## config.mk

```make
export PLATFORM = sky130hd
export DESIGN_NAME = timer8_capture_event_counter
export DESIGN_NICKNAME = d
export VERILOG_FILES = /design/src/rtl/timer8_pkg.sv /design/src/rtl/timer8_capture_event_counter.sv /design/src/rtl/timer8_input_filter.sv
export SDC_FILE = /design/constraint.sdc
export NUM_CORES = 1
export LEC_CHECK = 0
export ABC_AREA = 1
export ABC_CLOCK_PERIOD_IN_PS = 5150
export CAP_MARGIN = 10
export CORE_MARGIN = 1
export CORE_UTILIZATION = 55
export DETAILED_ROUTE_END_ITERATION = 8
export DONT_BUFFER_PORTS = 1
export PLACE_DENSITY = 0.8
export SLEW_MARGIN = 30
export SYNTH_ARGS = -nofsm -noshare
export SYNTH_HDL_FRONTEND = slang
export SYNTH_SLANG_ARGS = --single-unit
```

## constraint.sdc

```tcl
create_clock -name sys_clk_i -period 5.15 [get_ports sys_clk_i]
set_input_delay 0.2575 -clock sys_clk_i [delete_from_list [all_inputs] [get_ports sys_clk_i]]
set_output_delay 0.2575 -clock sys_clk_i [all_outputs]
set_load 0.005 [all_outputs]
```

## src/rtl/timer8_pkg.sv

```systemverilog
/*
 Package for the 8-bit timer / event counter / capture block.
 Holds mode codes, clock-select codes, bit positions, prescaler divide
 figures and the packed control carrier. Assumes a 10 MHz system clock.
*/
package timer8_pkg;

   // Operating modes of the counter
   typedef enum logic [1:0] {
      MODE_TIMER   = 2'b00,
      MODE_EVENT   = 2'b01,
      MODE_CAPTURE = 2'b10,
      MODE_STOP    = 2'b11
   } timer_mode_type;

   // Clock-select codes for the internal prescaler taps
   localparam logic [1:0] CLK_SEL_TAP0 = 2'h0;   // Slowest tap, only code in low-power modes
   localparam logic [1:0] CLK_SEL_TAP1 = 2'h1;
   localparam logic [1:0] CLK_SEL_TAP2 = 2'h2;

   // Bit position of the software capture request in the control word
   localparam int SOFTWARE_CAPTURE_REQUEST_BIT = 6;

   // System clock rate and tap periods (ns) at this rate
   localparam int SYS_CLK_HZ     = 10_000_000;
   localparam int SYS_PERIOD_NS  = 1_000_000_000 / SYS_CLK_HZ;
   localparam int TAP0_PERIOD_NS = 327_680;
   localparam int TAP1_PERIOD_NS = 81_920;
   localparam int TAP2_PERIOD_NS = 10_240;
   localparam int TAP0_CYCLES    = TAP0_PERIOD_NS / SYS_PERIOD_NS;
   localparam int TAP1_CYCLES    = TAP1_PERIOD_NS / SYS_PERIOD_NS;
   localparam int TAP2_CYCLES    = TAP2_PERIOD_NS / SYS_PERIOD_NS;
   localparam int PRESCALE_W     = 12;

   // Counter width and constants
   localparam int          DATA_W       = 8;
   localparam logic [7:0]  COUNT_ZERO   = 8'h00;
   localparam logic [7:0]  COUNT_FULL   = 8'hFF;
   localparam logic [7:0]  OVERFLOW_VAL = 8'hFF;
   localparam logic [7:0]  FILTER_ZERO  = 8'h00;

   // Control word as seen by the block
   typedef struct packed {
      logic           software_capture_request; // Bit 6: one-shot copy to B in timer and event modes
      timer_mode_type mode;                     // Operating mode
      logic [1:0]     timer_b_clock_select;     // Prescaler tap
      logic           capture_edge_select;      // 0 rising primary, 1 falling
      logic           low_power;                // Slow/sleep: only tap 0 usable
   } timer_ctrl_type;

   // Control write value with its strobe
   typedef struct packed {
      logic           we;
      timer_ctrl_type data;
   } ctrl_write_type;

endpackage

```

## src/rtl/timer8_capture_event_counter.sv

```systemverilog
/*
 8-bit timer / event counter / capture block with compare/capture
 register A and capture register B.
 Assumes control, data writes and register A read strobes come from a
 CPU-side register interface as plain ports, synchronous to sys_clk_i.
*/
`timescale 1ns/1ns
module timer8_capture_event_counter
   import timer8_pkg::*;
(
   input  wire logic            sys_clk_i,          // System clock, 10 MHz
   input  wire logic            rstn_i,             // Async reset, active low
   input  wire ctrl_write_type  ctrl_wr_i,          // Control word write
   input  wire logic            reg_a_we_i,         // Write strobe, register A
   input  wire logic [7:0]      reg_a_wdata_i,      // Write data, register A
   input  wire logic            reg_a_rd_i,         // Read strobe, register A
   input  wire logic [7:0]      reject_len_i,       // Noise reject length, cycles
   input  wire logic            timer_b_input_pin_i,// External pulse input
   output timer_ctrl_type       timer_b_control_o,  // Control word readback
   output logic [7:0]           compare_capture_reg_a_o, // Register A
   output logic [7:0]           capture_reg_b_o,    // Register B
   output logic [7:0]           count_o,            // Live counter
   output logic                 timer_b_interrupt_o // One-cycle interrupt
);

   // Decoding of the tap length for a select code
   function automatic logic [PRESCALE_W-1:0] tap_len(input logic [1:0] sel, input logic lp);
      logic [PRESCALE_W-1:0] len;
      len = PRESCALE_W'(TAP0_CYCLES - 1);
      if (!lp) begin
         unique case (sel)
            CLK_SEL_TAP1: len = PRESCALE_W'(TAP1_CYCLES - 1);
            CLK_SEL_TAP2: len = PRESCALE_W'(TAP2_CYCLES - 1);
            default:      len = PRESCALE_W'(TAP0_CYCLES - 1); // Code 11 acts as tap 0
         endcase
      end
      return len;
   endfunction

   timer_ctrl_type        ctrl_reg,  ctrl_next;   // Control word
   logic [7:0]            a_reg,     a_next;      // Compare/capture A
   logic [7:0]            b_reg,     b_next;      // Capture B
   logic [7:0]            cnt_reg,   cnt_next;    // Up-counter
   logic [PRESCALE_W-1:0] pre_reg,   pre_next;    // Prescaler
   logic                  lock_reg,  lock_next;   // Capture/overflow suspended
   logic                  irq_reg,   irq_next;    // Interrupt pulse
   logic                  tick;                   // Internal clock enable
   logic                  pin_rise;
   logic                  pin_fall;
   logic                  prim_edge;              // Primary edge in event and capture modes
   logic                  sec_edge;               // Opposite edge

   // Pin conditioner with programmable noise reject
   timer8_input_filter u_filter (
      .sys_clk_i    (sys_clk_i),
      .rstn_i       (rstn_i),
      .pin_i        (timer_b_input_pin_i),
      .reject_len_i (reject_len_i),
      .rise_o       (pin_rise),
      .fall_o       (pin_fall)
   );

   // Edge polarity: select bit chooses which edge is primary
   assign prim_edge = ctrl_reg.capture_edge_select ? pin_fall : pin_rise;
   assign sec_edge  = ctrl_reg.capture_edge_select ? pin_rise : pin_fall;

   // Prescaler: one-cycle tick at the selected tap
   always_comb begin
      tick     = (pre_reg >= tap_len(ctrl_reg.timer_b_clock_select, ctrl_reg.low_power));
      pre_next = tick ? '0 : pre_reg + 1'b1;
      if (ctrl_wr_i.we) begin
         pre_next = '0;                                     // Restart on reconfigure
      end
   end

   // Counter, capture and control next-state
   always_comb begin
      ctrl_next = ctrl_reg;
      a_next    = a_reg;
      b_next    = b_reg;
      cnt_next  = cnt_reg;
      lock_next = lock_reg;
      irq_next  = 1'b0;
      unique case (ctrl_reg.mode)
         MODE_TIMER: begin
            // Count tap, clear on match with A
            if (tick) begin
               if (cnt_reg == a_reg) begin
                  cnt_next = COUNT_ZERO;
                  irq_next = 1'b1;
               end else begin
                  cnt_next = cnt_reg + 8'h01;
               end
            end
         end
         MODE_EVENT: begin
            // Count primary pin edges, clear on match with A
            if (prim_edge) begin
               if (cnt_reg == a_reg) begin
                  cnt_next = COUNT_ZERO;
                  irq_next = 1'b1;
               end else begin
                  cnt_next = cnt_reg + 8'h01;
               end
            end
         end
         MODE_CAPTURE: begin
            // Free-running count, no compare
            if (tick) begin
               cnt_next = cnt_reg + 8'h01;
            end
            if (!lock_reg && prim_edge) begin
               a_next    = cnt_reg;
               cnt_next  = COUNT_ZERO;
               irq_next  = 1'b1;
               lock_next = 1'b1;
            end else if (!lock_reg && tick && cnt_reg == COUNT_FULL) begin
               a_next    = OVERFLOW_VAL;
               cnt_next  = COUNT_ZERO;
               irq_next  = 1'b1;
               lock_next = 1'b1;
            end
            // While locked the counter just wraps and keeps running
            if (sec_edge) begin
               b_next = cnt_reg;
            end
         end
         MODE_STOP: begin
            // Held: counter frozen
            cnt_next = cnt_reg;
         end
      endcase
      // Software capture request in timer and event modes, self-clearing
      if (ctrl_reg.software_capture_request) begin
         if (ctrl_reg.mode == MODE_TIMER || ctrl_reg.mode == MODE_EVENT) begin
            b_next = cnt_reg;
         end
         ctrl_next.software_capture_request = 1'b0;
      end
      // Reading A re-arms capture; a new lock in the same cycle wins
      if (reg_a_rd_i && !(lock_next && !lock_reg)) begin
         lock_next = 1'b0;
      end
      // Software writes
      if (ctrl_wr_i.we) begin
         ctrl_next = ctrl_wr_i.data;
         if (ctrl_wr_i.data.mode != ctrl_reg.mode) begin
            cnt_next  = COUNT_ZERO;                         // Fresh start on mode change
            lock_next = 1'b0;
         end
      end
      if (reg_a_we_i && ctrl_reg.mode != MODE_CAPTURE) begin
         a_next = reg_a_wdata_i;
      end
   end

   // Registers
   always_ff @(posedge sys_clk_i or negedge rstn_i) begin
      if (!rstn_i) begin
         ctrl_reg <= '{software_capture_request: 1'b0, mode: MODE_STOP,
                       timer_b_clock_select: CLK_SEL_TAP0, capture_edge_select: 1'b0,
                       low_power: 1'b0};
         a_reg    <= COUNT_ZERO;
         b_reg    <= COUNT_ZERO;
         cnt_reg  <= COUNT_ZERO;
         pre_reg  <= '0;
         lock_reg <= 1'b0;
         irq_reg  <= 1'b0;
      end else begin
         ctrl_reg <= ctrl_next;
         a_reg    <= a_next;
         b_reg    <= b_next;
         cnt_reg  <= cnt_next;
         pre_reg  <= pre_next;
         lock_reg <= lock_next;
         irq_reg  <= irq_next;
      end
   end

   // Outputs straight from registers
   assign timer_b_control_o       = ctrl_reg;
   assign compare_capture_reg_a_o = a_reg;
   assign capture_reg_b_o         = b_reg;
   assign count_o                 = cnt_reg;
   assign timer_b_interrupt_o     = irq_reg;

endmodule

```

## src/rtl/timer8_input_filter.sv

```systemverilog
/*
 Input conditioner for the timer input pin: two-stage synchroniser,
 programmable noise reject, edge pulses. Assumes the pin is asynchronous
 to sys_clk_i and that reject_len_i is stable while in use.
*/
`timescale 1ns/1ns
module timer8_input_filter
   import timer8_pkg::*;
(
   input  wire logic        sys_clk_i,    // System clock
   input  wire logic        rstn_i,       // Async reset, active low
   input  wire logic        pin_i,        // Raw pin level
   input  wire logic [7:0]  reject_len_i, // Cycles the level must hold (0 = none)
   output logic             rise_o,       // One-cycle rising edge
   output logic             fall_o        // One-cycle falling edge
);

   logic       sync1_reg, sync1_next;     // First synchroniser stage
   logic       sync2_reg, sync2_next;     // Second synchroniser stage
   logic       level_reg, level_next;     // Filtered level
   logic [7:0] hold_reg,  hold_next;      // Stability counter
   logic       rise_reg,  rise_next;
   logic       fall_reg,  fall_next;

   // Next-state: filtered level changes once raw level held long enough
   always_comb begin
      sync1_next = pin_i;
      sync2_next = sync1_reg;
      level_next = level_reg;
      hold_next  = hold_reg;
      rise_next  = 1'b0;
      fall_next  = 1'b0;
      if (sync2_reg == level_reg) begin
         // Level agrees, restart stability count
         hold_next = FILTER_ZERO;
      end else if (hold_reg >= reject_len_i) begin
         // Held long enough: accept new level
         level_next = sync2_reg;
         hold_next  = FILTER_ZERO;
         rise_next  = sync2_reg;
         fall_next  = ~sync2_reg;
      end else begin
         hold_next = hold_reg + 8'h01;
      end
   end

   // Registers
   always_ff @(posedge sys_clk_i or negedge rstn_i) begin
      if (!rstn_i) begin
         sync1_reg <= 1'b0;
         sync2_reg <= 1'b0;
         level_reg <= 1'b0;
         hold_reg  <= FILTER_ZERO;
         rise_reg  <= 1'b0;
         fall_reg  <= 1'b0;
      end else begin
         sync1_reg <= sync1_next;
         sync2_reg <= sync2_next;
         level_reg <= level_next;
         hold_reg  <= hold_next;
         rise_reg  <= rise_next;
         fall_reg  <= fall_next;
      end
   end

   assign rise_o = rise_reg;
   assign fall_o = fall_reg;

endmodule

```

==> reports/metrics.cfg, run 1 <==
[run_status]
outcome = finished, final reports clean

[logic_synthesis]
synth_edf_count = 0
ys_ff_latch = 58
synth_top_area_cell = dfrtp_1
post-synth-top-count-cell = nand2_1
synthDominantCellAreaShare_pct = 36.72
synth_area_per_cell_um2 = 7.648
ys_seq_area_share_pct = 38.10
synth.top_cells.by_count = nand2_1, inv_1, dfrtp_1
synthCells = 499
ys_types = 38
async_reset_ff_share_pct = 100.0
synth_warnings = 0
synth.area.top_cells = dfrtp_1, nand2_1, ha_1
syn-cell-area_um2 = 3816
synth_ff_type = dfrtp_1
synth_nets = 553

[sta]
hold_viol = 0
drv_slew = 0
finClkSkew_ns = 0.006533
period_share_pct = 63.49
finalSetupViolations = 0
worst_pin_slew_ns = 0.6780
period_needed_ns = 3.270
maxSlewHeadroom_pct = 54.64
fin_tns_setup_ns = 0
max_clock_freq_ghz = 0.3058
rsz0062_at_grt = false

[layout]
seq_area_um2 = 1454
drive_above_1_share_pct = 10.41
area_growth_pct = 7.049
n_antenna_cell = 0
final_util_pct = 62.55
largest_register_ffs = 12
final_cells = 586
fillCellCount = 561
multiInputGateArea_um2 = 1997
layout.nets = 558

[power_and_ir_drop]
vdd_drop_max_v = 0.0001942
cellPowerDensity_nw_per_um2 = 289.1
p_leak_nw = 2.120

[die]
core_area_um2 = 6531
die_w_um = 85.30
die-area_um2 = 7275
io_pins = 61
start_util_pct = 58.43
die_h_um = 85.30
rows = 29

[placed_design]
portBuffers = 0
dp_hpwl_um = 6267
dp.cells = 566
place_congestion = 0.9193

[setup_path]
cp_max_fo = 17
crit_type = flop to flop
cpPeakStageDelay_ns = 0.49
critPathRequiredTime_ns = 5.42
cpMaxStageDelayCell = a21oi_2
r2r_setup_slack_ns = 1.88
reg2reg_from = timer_b_control_o[2]
cp-start-kind = flop
critPathTopFamily = simple AND/OR/NAND/NOR gates
reg2reg_depth = 18
critPathBufInv = 3
cp-end-kind = flop
cp.arrival_ns = 3.54
r2r_end = count_o[0]
cp.depth = 18
cp_common_cell = nand2_1
worstPathCellList = inv_1 > ha_1 > nor2_1 > inv_1 > ha_1 > nand2_1 > nand2_1 > nand2_1 > nand2_1 > a21oi_2 > nand2_4 > nand2_2 > nand2_4 > nor2_1 > nand2_1 > nand3_1 > nand2_1 > inv_1

[global_route]
grt_pass1_vias = 3181
grt_overflow = 0
antenna_found_initial = 0
grt_max_degree = 59
grt.total_usage_pct = 25.91
grt_pass1_wl_um = 14760

[detailed_routing]
drtIter0Drc = 276
m1WireLength_um = 3877
dr_wl_met3_um = 568
routed_wl_um = 8657
maxUsedRoutingLayer = met4
avgRoutedWirePerCell_um = 14.77
first_pass_iters = 5
drcViolationCount = 0
wl_met2_um = 4082
drtAntennaViolNets = 0
routed-via-count = 3257
vias_per_cell = 5.558

[clock_tree]
cts_hold_buf = 4
clk_path_buf_depth = 2
clk_pin_slew_ns = 0.06
clock_sinks = 58
cts_resized = 0
clk_latency_ns = 0.33
root_buffer = clkbuf_8
cts_tree = built
cts_buffers = 9
h-tree-depth = 3
cts_setup_buffers = 0

[hold_path]
hold_depth = 2
min_from = ctrl_wr_i[7]
hold_class = input pin to flop
whs_endpoint = timer_b_control_o[5]

[job]
drv_cap = 0

worst register-to-register path, delay by kind of cell (launching register included):
family                   cells  cell delay, ns
AO/OA/AOI/OAI                1            0.49
buffers and inverters        3            0.23
adder cells (fa/ha/maj)      2            0.60
AND/OR/NAND/NOR             12            1.50
flip-flops                   1            0.40
area by class of cell:
type                       instances  share of cell area, %
timing repair buffer               4                  1.409
multi-input combinational        356                  48.88
sequential                        58                  35.59
clock buffer                      13                  3.890
tap                               77                  2.358
inverter                          75                  6.891
clock inverter                     3                 0.9801
report_power, final:
group	leakage [nW]	internal, mW	switching (mW)
Sequential	0.745	0.504	0.0536
Combinational	1.27	0.0747	0.123
Clock	0.103	0.249	0.177
Total	2.12	0.828	0.354
cells in the final DEF (no fill, tap or decap), types with 2 or more instances in the layout:
master	instances
a21oi_1	21
a21oi_2	3
a31oi_1	2
clkbuf_1	2
clkbuf_8	11
clkinv_2	2
dfrtp_1	56
dfstp_2	2
dlygate4sd3_1	3
ha_1	25
inv_1	70
inv_2	5
nand2_1	120
nand2_2	4
nand2_4	3
nand3_1	45
nand3_2	4
nand3b_1	2
nand4_1	8
nor2_1	45
nor2_2	4
nor2_4	2
nor3_1	4
nor3b_1	4
o21a_1	2
o21ai_0	18
o21ai_1	4
o21ai_2	2
or2_2	6
xnor2_1	11
xor2_1	10
worst max path at each step:
stage                               startpoint    endpoint  slack [ns]
after floorplan           timer_b_control_o[2]  count_o[0]        2.84
after global placement    timer_b_control_o[2]  count_o[1]        2.20
after detailed placement  timer_b_control_o[2]  count_o[0]        2.01
after CTS                 timer_b_control_o[2]  count_o[0]        1.88
after global routing      timer_b_control_o[2]  count_o[0]        1.51
final                     timer_b_control_o[2]  count_o[0]        1.88
metrics by stage:
stage          power, mW  hold WS, ns  setup WS (ns)  instance area (µm²)
6_report           1.181      0.02683          1.880                 4085
5_1_grt            1.243      0.02646          1.513                 4085
4_1_cts            1.185      0.01713          1.882                 4085
3_5_place_dp      0.7432     -0.03739          2.013                 3829
3_3_place_gp      0.7335     -0.03709          2.202                 3829
2_1_floorplan     0.7028     -0.03809          2.836                 3816
metal layers:
layer	global-route usage (%)	up-vias
met5	0	-
met4	8.788	0
met3	7.879	18
met2	41.64	106
met1	33.54	1531
li1	-	1602
cells by family (layout without fill, tap and decap cells):
group / Yosys count / after routing / share of synthesized area (%)
fa+ha+maj: 25 / 25 / 8.197
simple gates: 254 / 254 / 30.98
xor+xnor: 21 / 21 / 4.820
flops: 58 / 58 / 38.10
buf+inv: 85 / 95 / 9.573
compound gates: 56 / 56 / 8.328
Power figures use the tool's default switching activity.
==> run 2, diff against run 1 <==
--- a/config.mk
+++ b/config.mk
@@ -6,13 +6,13 @@
 export NUM_CORES = 1
 export LEC_CHECK = 0
 export ABC_AREA = 1
-export ABC_CLOCK_PERIOD_IN_PS = 5150
+export ABC_CLOCK_PERIOD_IN_PS = 2630
 export CAP_MARGIN = 10
 export CORE_MARGIN = 1
 export CORE_UTILIZATION = 55
 export DETAILED_ROUTE_END_ITERATION = 8
 export DONT_BUFFER_PORTS = 1
-export PLACE_DENSITY = 0.8
+export PLACE_DENSITY = 0.83
 export SLEW_MARGIN = 30
 export SYNTH_ARGS = -nofsm -noshare
 export SYNTH_HDL_FRONTEND = slang
==> constraint.sdc (replaced) <==
create_clock -name sys_clk_i -period 2.63 [get_ports sys_clk_i]
set_input_delay 0.1315 -clock sys_clk_i [delete_from_list [all_inputs] [get_ports sys_clk_i]]
set_output_delay 0.1315 -clock sys_clk_i [all_outputs]
set_load 0.005 [all_outputs]
==> run 2 against run 1 <==
Against the previous run: register-to-register slack worse by 1.8 ns; worst hold slack worse by 0.014 ns; non-clock buffer count is 14 higher; cell area is 4.6% higher; count of clock-buffer cells in the layout is 1 lower; critical path type unchanged; critical endpoint is now compare_capture_reg_a_o[5]; largest power group unchanged.
==> reports/metrics.cfg, run 2 (same netlist as run 1, synthesis figures left out) <==
[die]
start_util_pct = 58.43
io_pins = 61
die_w_um = 85.30
die-area_um2 = 7275
core_area_um2 = 6531
rows = 29
die_h_um = 85.30

[clock_tree]
clk_pin_slew_ns = 0.08
clk_path_buf_depth = 2
cts_tree = built
clk_latency_ns = 0.35
cts_buffers = 9
clock_sinks = 58
root_buffer = clkbuf_8
h-tree-depth = 3

[placed_design]
place_area_um2 = 3851
dp_hpwl_um = 6283
portBuffers = 0
place_congestion = 0.8819
dp.cells = 569
pre_cts_slack_ns = -0.05226

[detailed_routing]
vias_per_cell = 5.642
drtAntennaViolNets = 0
avgRoutedWirePerCell_um = 15.31
routed-via-count = 3385
first_pass_iters = 4
drcViolationCount = 0
drtIter0Drc = 261
routed_wl_um = 9186

[sta]
fin_tns_setup_ns = 0
finalSetupViolations = 0
fin_hold_ws_ns = 0.01321
max_clock_freq_ghz = 0.3901
worst_pin_slew_ns = 0.7302
period_needed_ns = 2.564
maxSlewHeadroom_pct = 51.14
period_share_pct = 97.47
finClkSkew_ns = 0.01219
setup_slack_ns = 0.06644
hold_viol = 0
drv_slew = 0

[setup_path]
cp-start-kind = flop
cpMaxStageDelayCell = dfrtp_1
critPathRequiredTime_ns = 2.87
cp-end-kind = flop
cp.arrival_ns = 2.80
cp_common_cell = nand2_1
cp_max_fo = 10
crit_type = flop to flop
cpPeakStageDelay_ns = 0.42
worstPathCellList = inv_2 > ha_4 > nor2_4 > inv_1 > ha_1 > nand2_1 > nand2_1 > nand2_1 > nand2_1 > a21oi_4 > nand2_4 > nand2_2 > nand2_4 > nand2_8 > nand2_8 > nand2_1 > o21ai_0

[layout]
area_growth_pct = 11.93
layout.nets = 572
final_area_um2 = 4272
largest_register_ffs = 12
final_cells = 600
drive_above_1_share_pct = 12.81
mostFrequentLayoutCell = nand2_1
n_antenna_cell = 0
final_util_pct = 65.40
fillCellCount = 532
final_cell_mix = nand2_1, inv_1, dfrtp_1

[global_route]
grt_pass1_vias = 3335
grt_overflow = 0
grt_max_degree = 59
grt_pass1_wl_um = 15240
antenna_found_initial = 0
grt.total_usage_pct = 26.78

[job]
drv_cap = 0

[power_and_ir_drop]
cellPowerDensity_nw_per_um2 = 538.3
vdd_drop_max_v = 0.0004537
p_leak_nw = 2.169
total_power_mw = 2.299

[hold_path]
hold_class = input pin to flop

[run_status]
outcome = finished, final reports clean

run 2: worst max-delay path, delay by kind of cell, from the launching register on:
kind                       cells  cell delay (ns)
AOI/OAI and AO/OA              2             0.31
DFF                            1             0.42
buffers and inverters          2             0.19
adders and majority gates      2             0.53
and+or+nand+nor               11             0.98
run 2: area by class of cell:
class / instances / area [µm²] / share of cell area, %
sequential: 58 / 1454 / 34.04
tap: 77 / 96.34 / 2.255
timing repair buffer: 18 / 191.4 / 4.482
inverter: 75 / 281.5 / 6.591
clock inverter: 4 / 25.02 / 0.5858
clock buffer: 12 / 165.2 / 3.866
multi-input combinational: 356 / 2058 / 48.18
run 2: repair_timing:
action | 4_1_cts | 5_1_grt
pin swaps | 0 | 4
gates resized for setup | 1 | 15
gates cloned | 0 | 1
hold buffers | 12 | 0
setup endpoints to repair | 16 | 28
hold endpoints to repair | 67 | 0
buffers inserted | 0 | 2
run 2: layer usage:
layer / track usage (%) / share of wire [%] / up-vias
li1: - / - / 1629
met4: 10.00 / 2.1 / 0
met3: 6.323 / 7.1 / 23
met2: 43.70 / 49 / 116
met5: 0 / 0 / -
met1: 34.92 / 42 / 1617
run 2: worst paths after layout:
kind,from,end,slack [ns],cells past startpoint
setup reg to reg,timer_b_control_o[2],compare_capture_reg_a_o[5],0.07,17
hold / removal,reg_a_wdata_i[7],compare_capture_reg_a_o[7],0.01,3
hold reg to reg,u_filter.sync1_reg,u_filter.sync2_reg,0.36,0
setup / recovery,timer_b_control_o[2],compare_capture_reg_a_o[5],0.07,17
min in group asynchronous,rstn_i,capture_reg_b_o[1],0.31,2
max in group asynchronous,rstn_i,timer_b_control_o[4],2.03,2
run 2: report_power, final:
group / internal [mW] / switching [mW]
combinational: 0.163 / 0.254
sequential: 0.987 / 0.103
clock: 0.415 / 0.377
total: 1.57 / 0.734
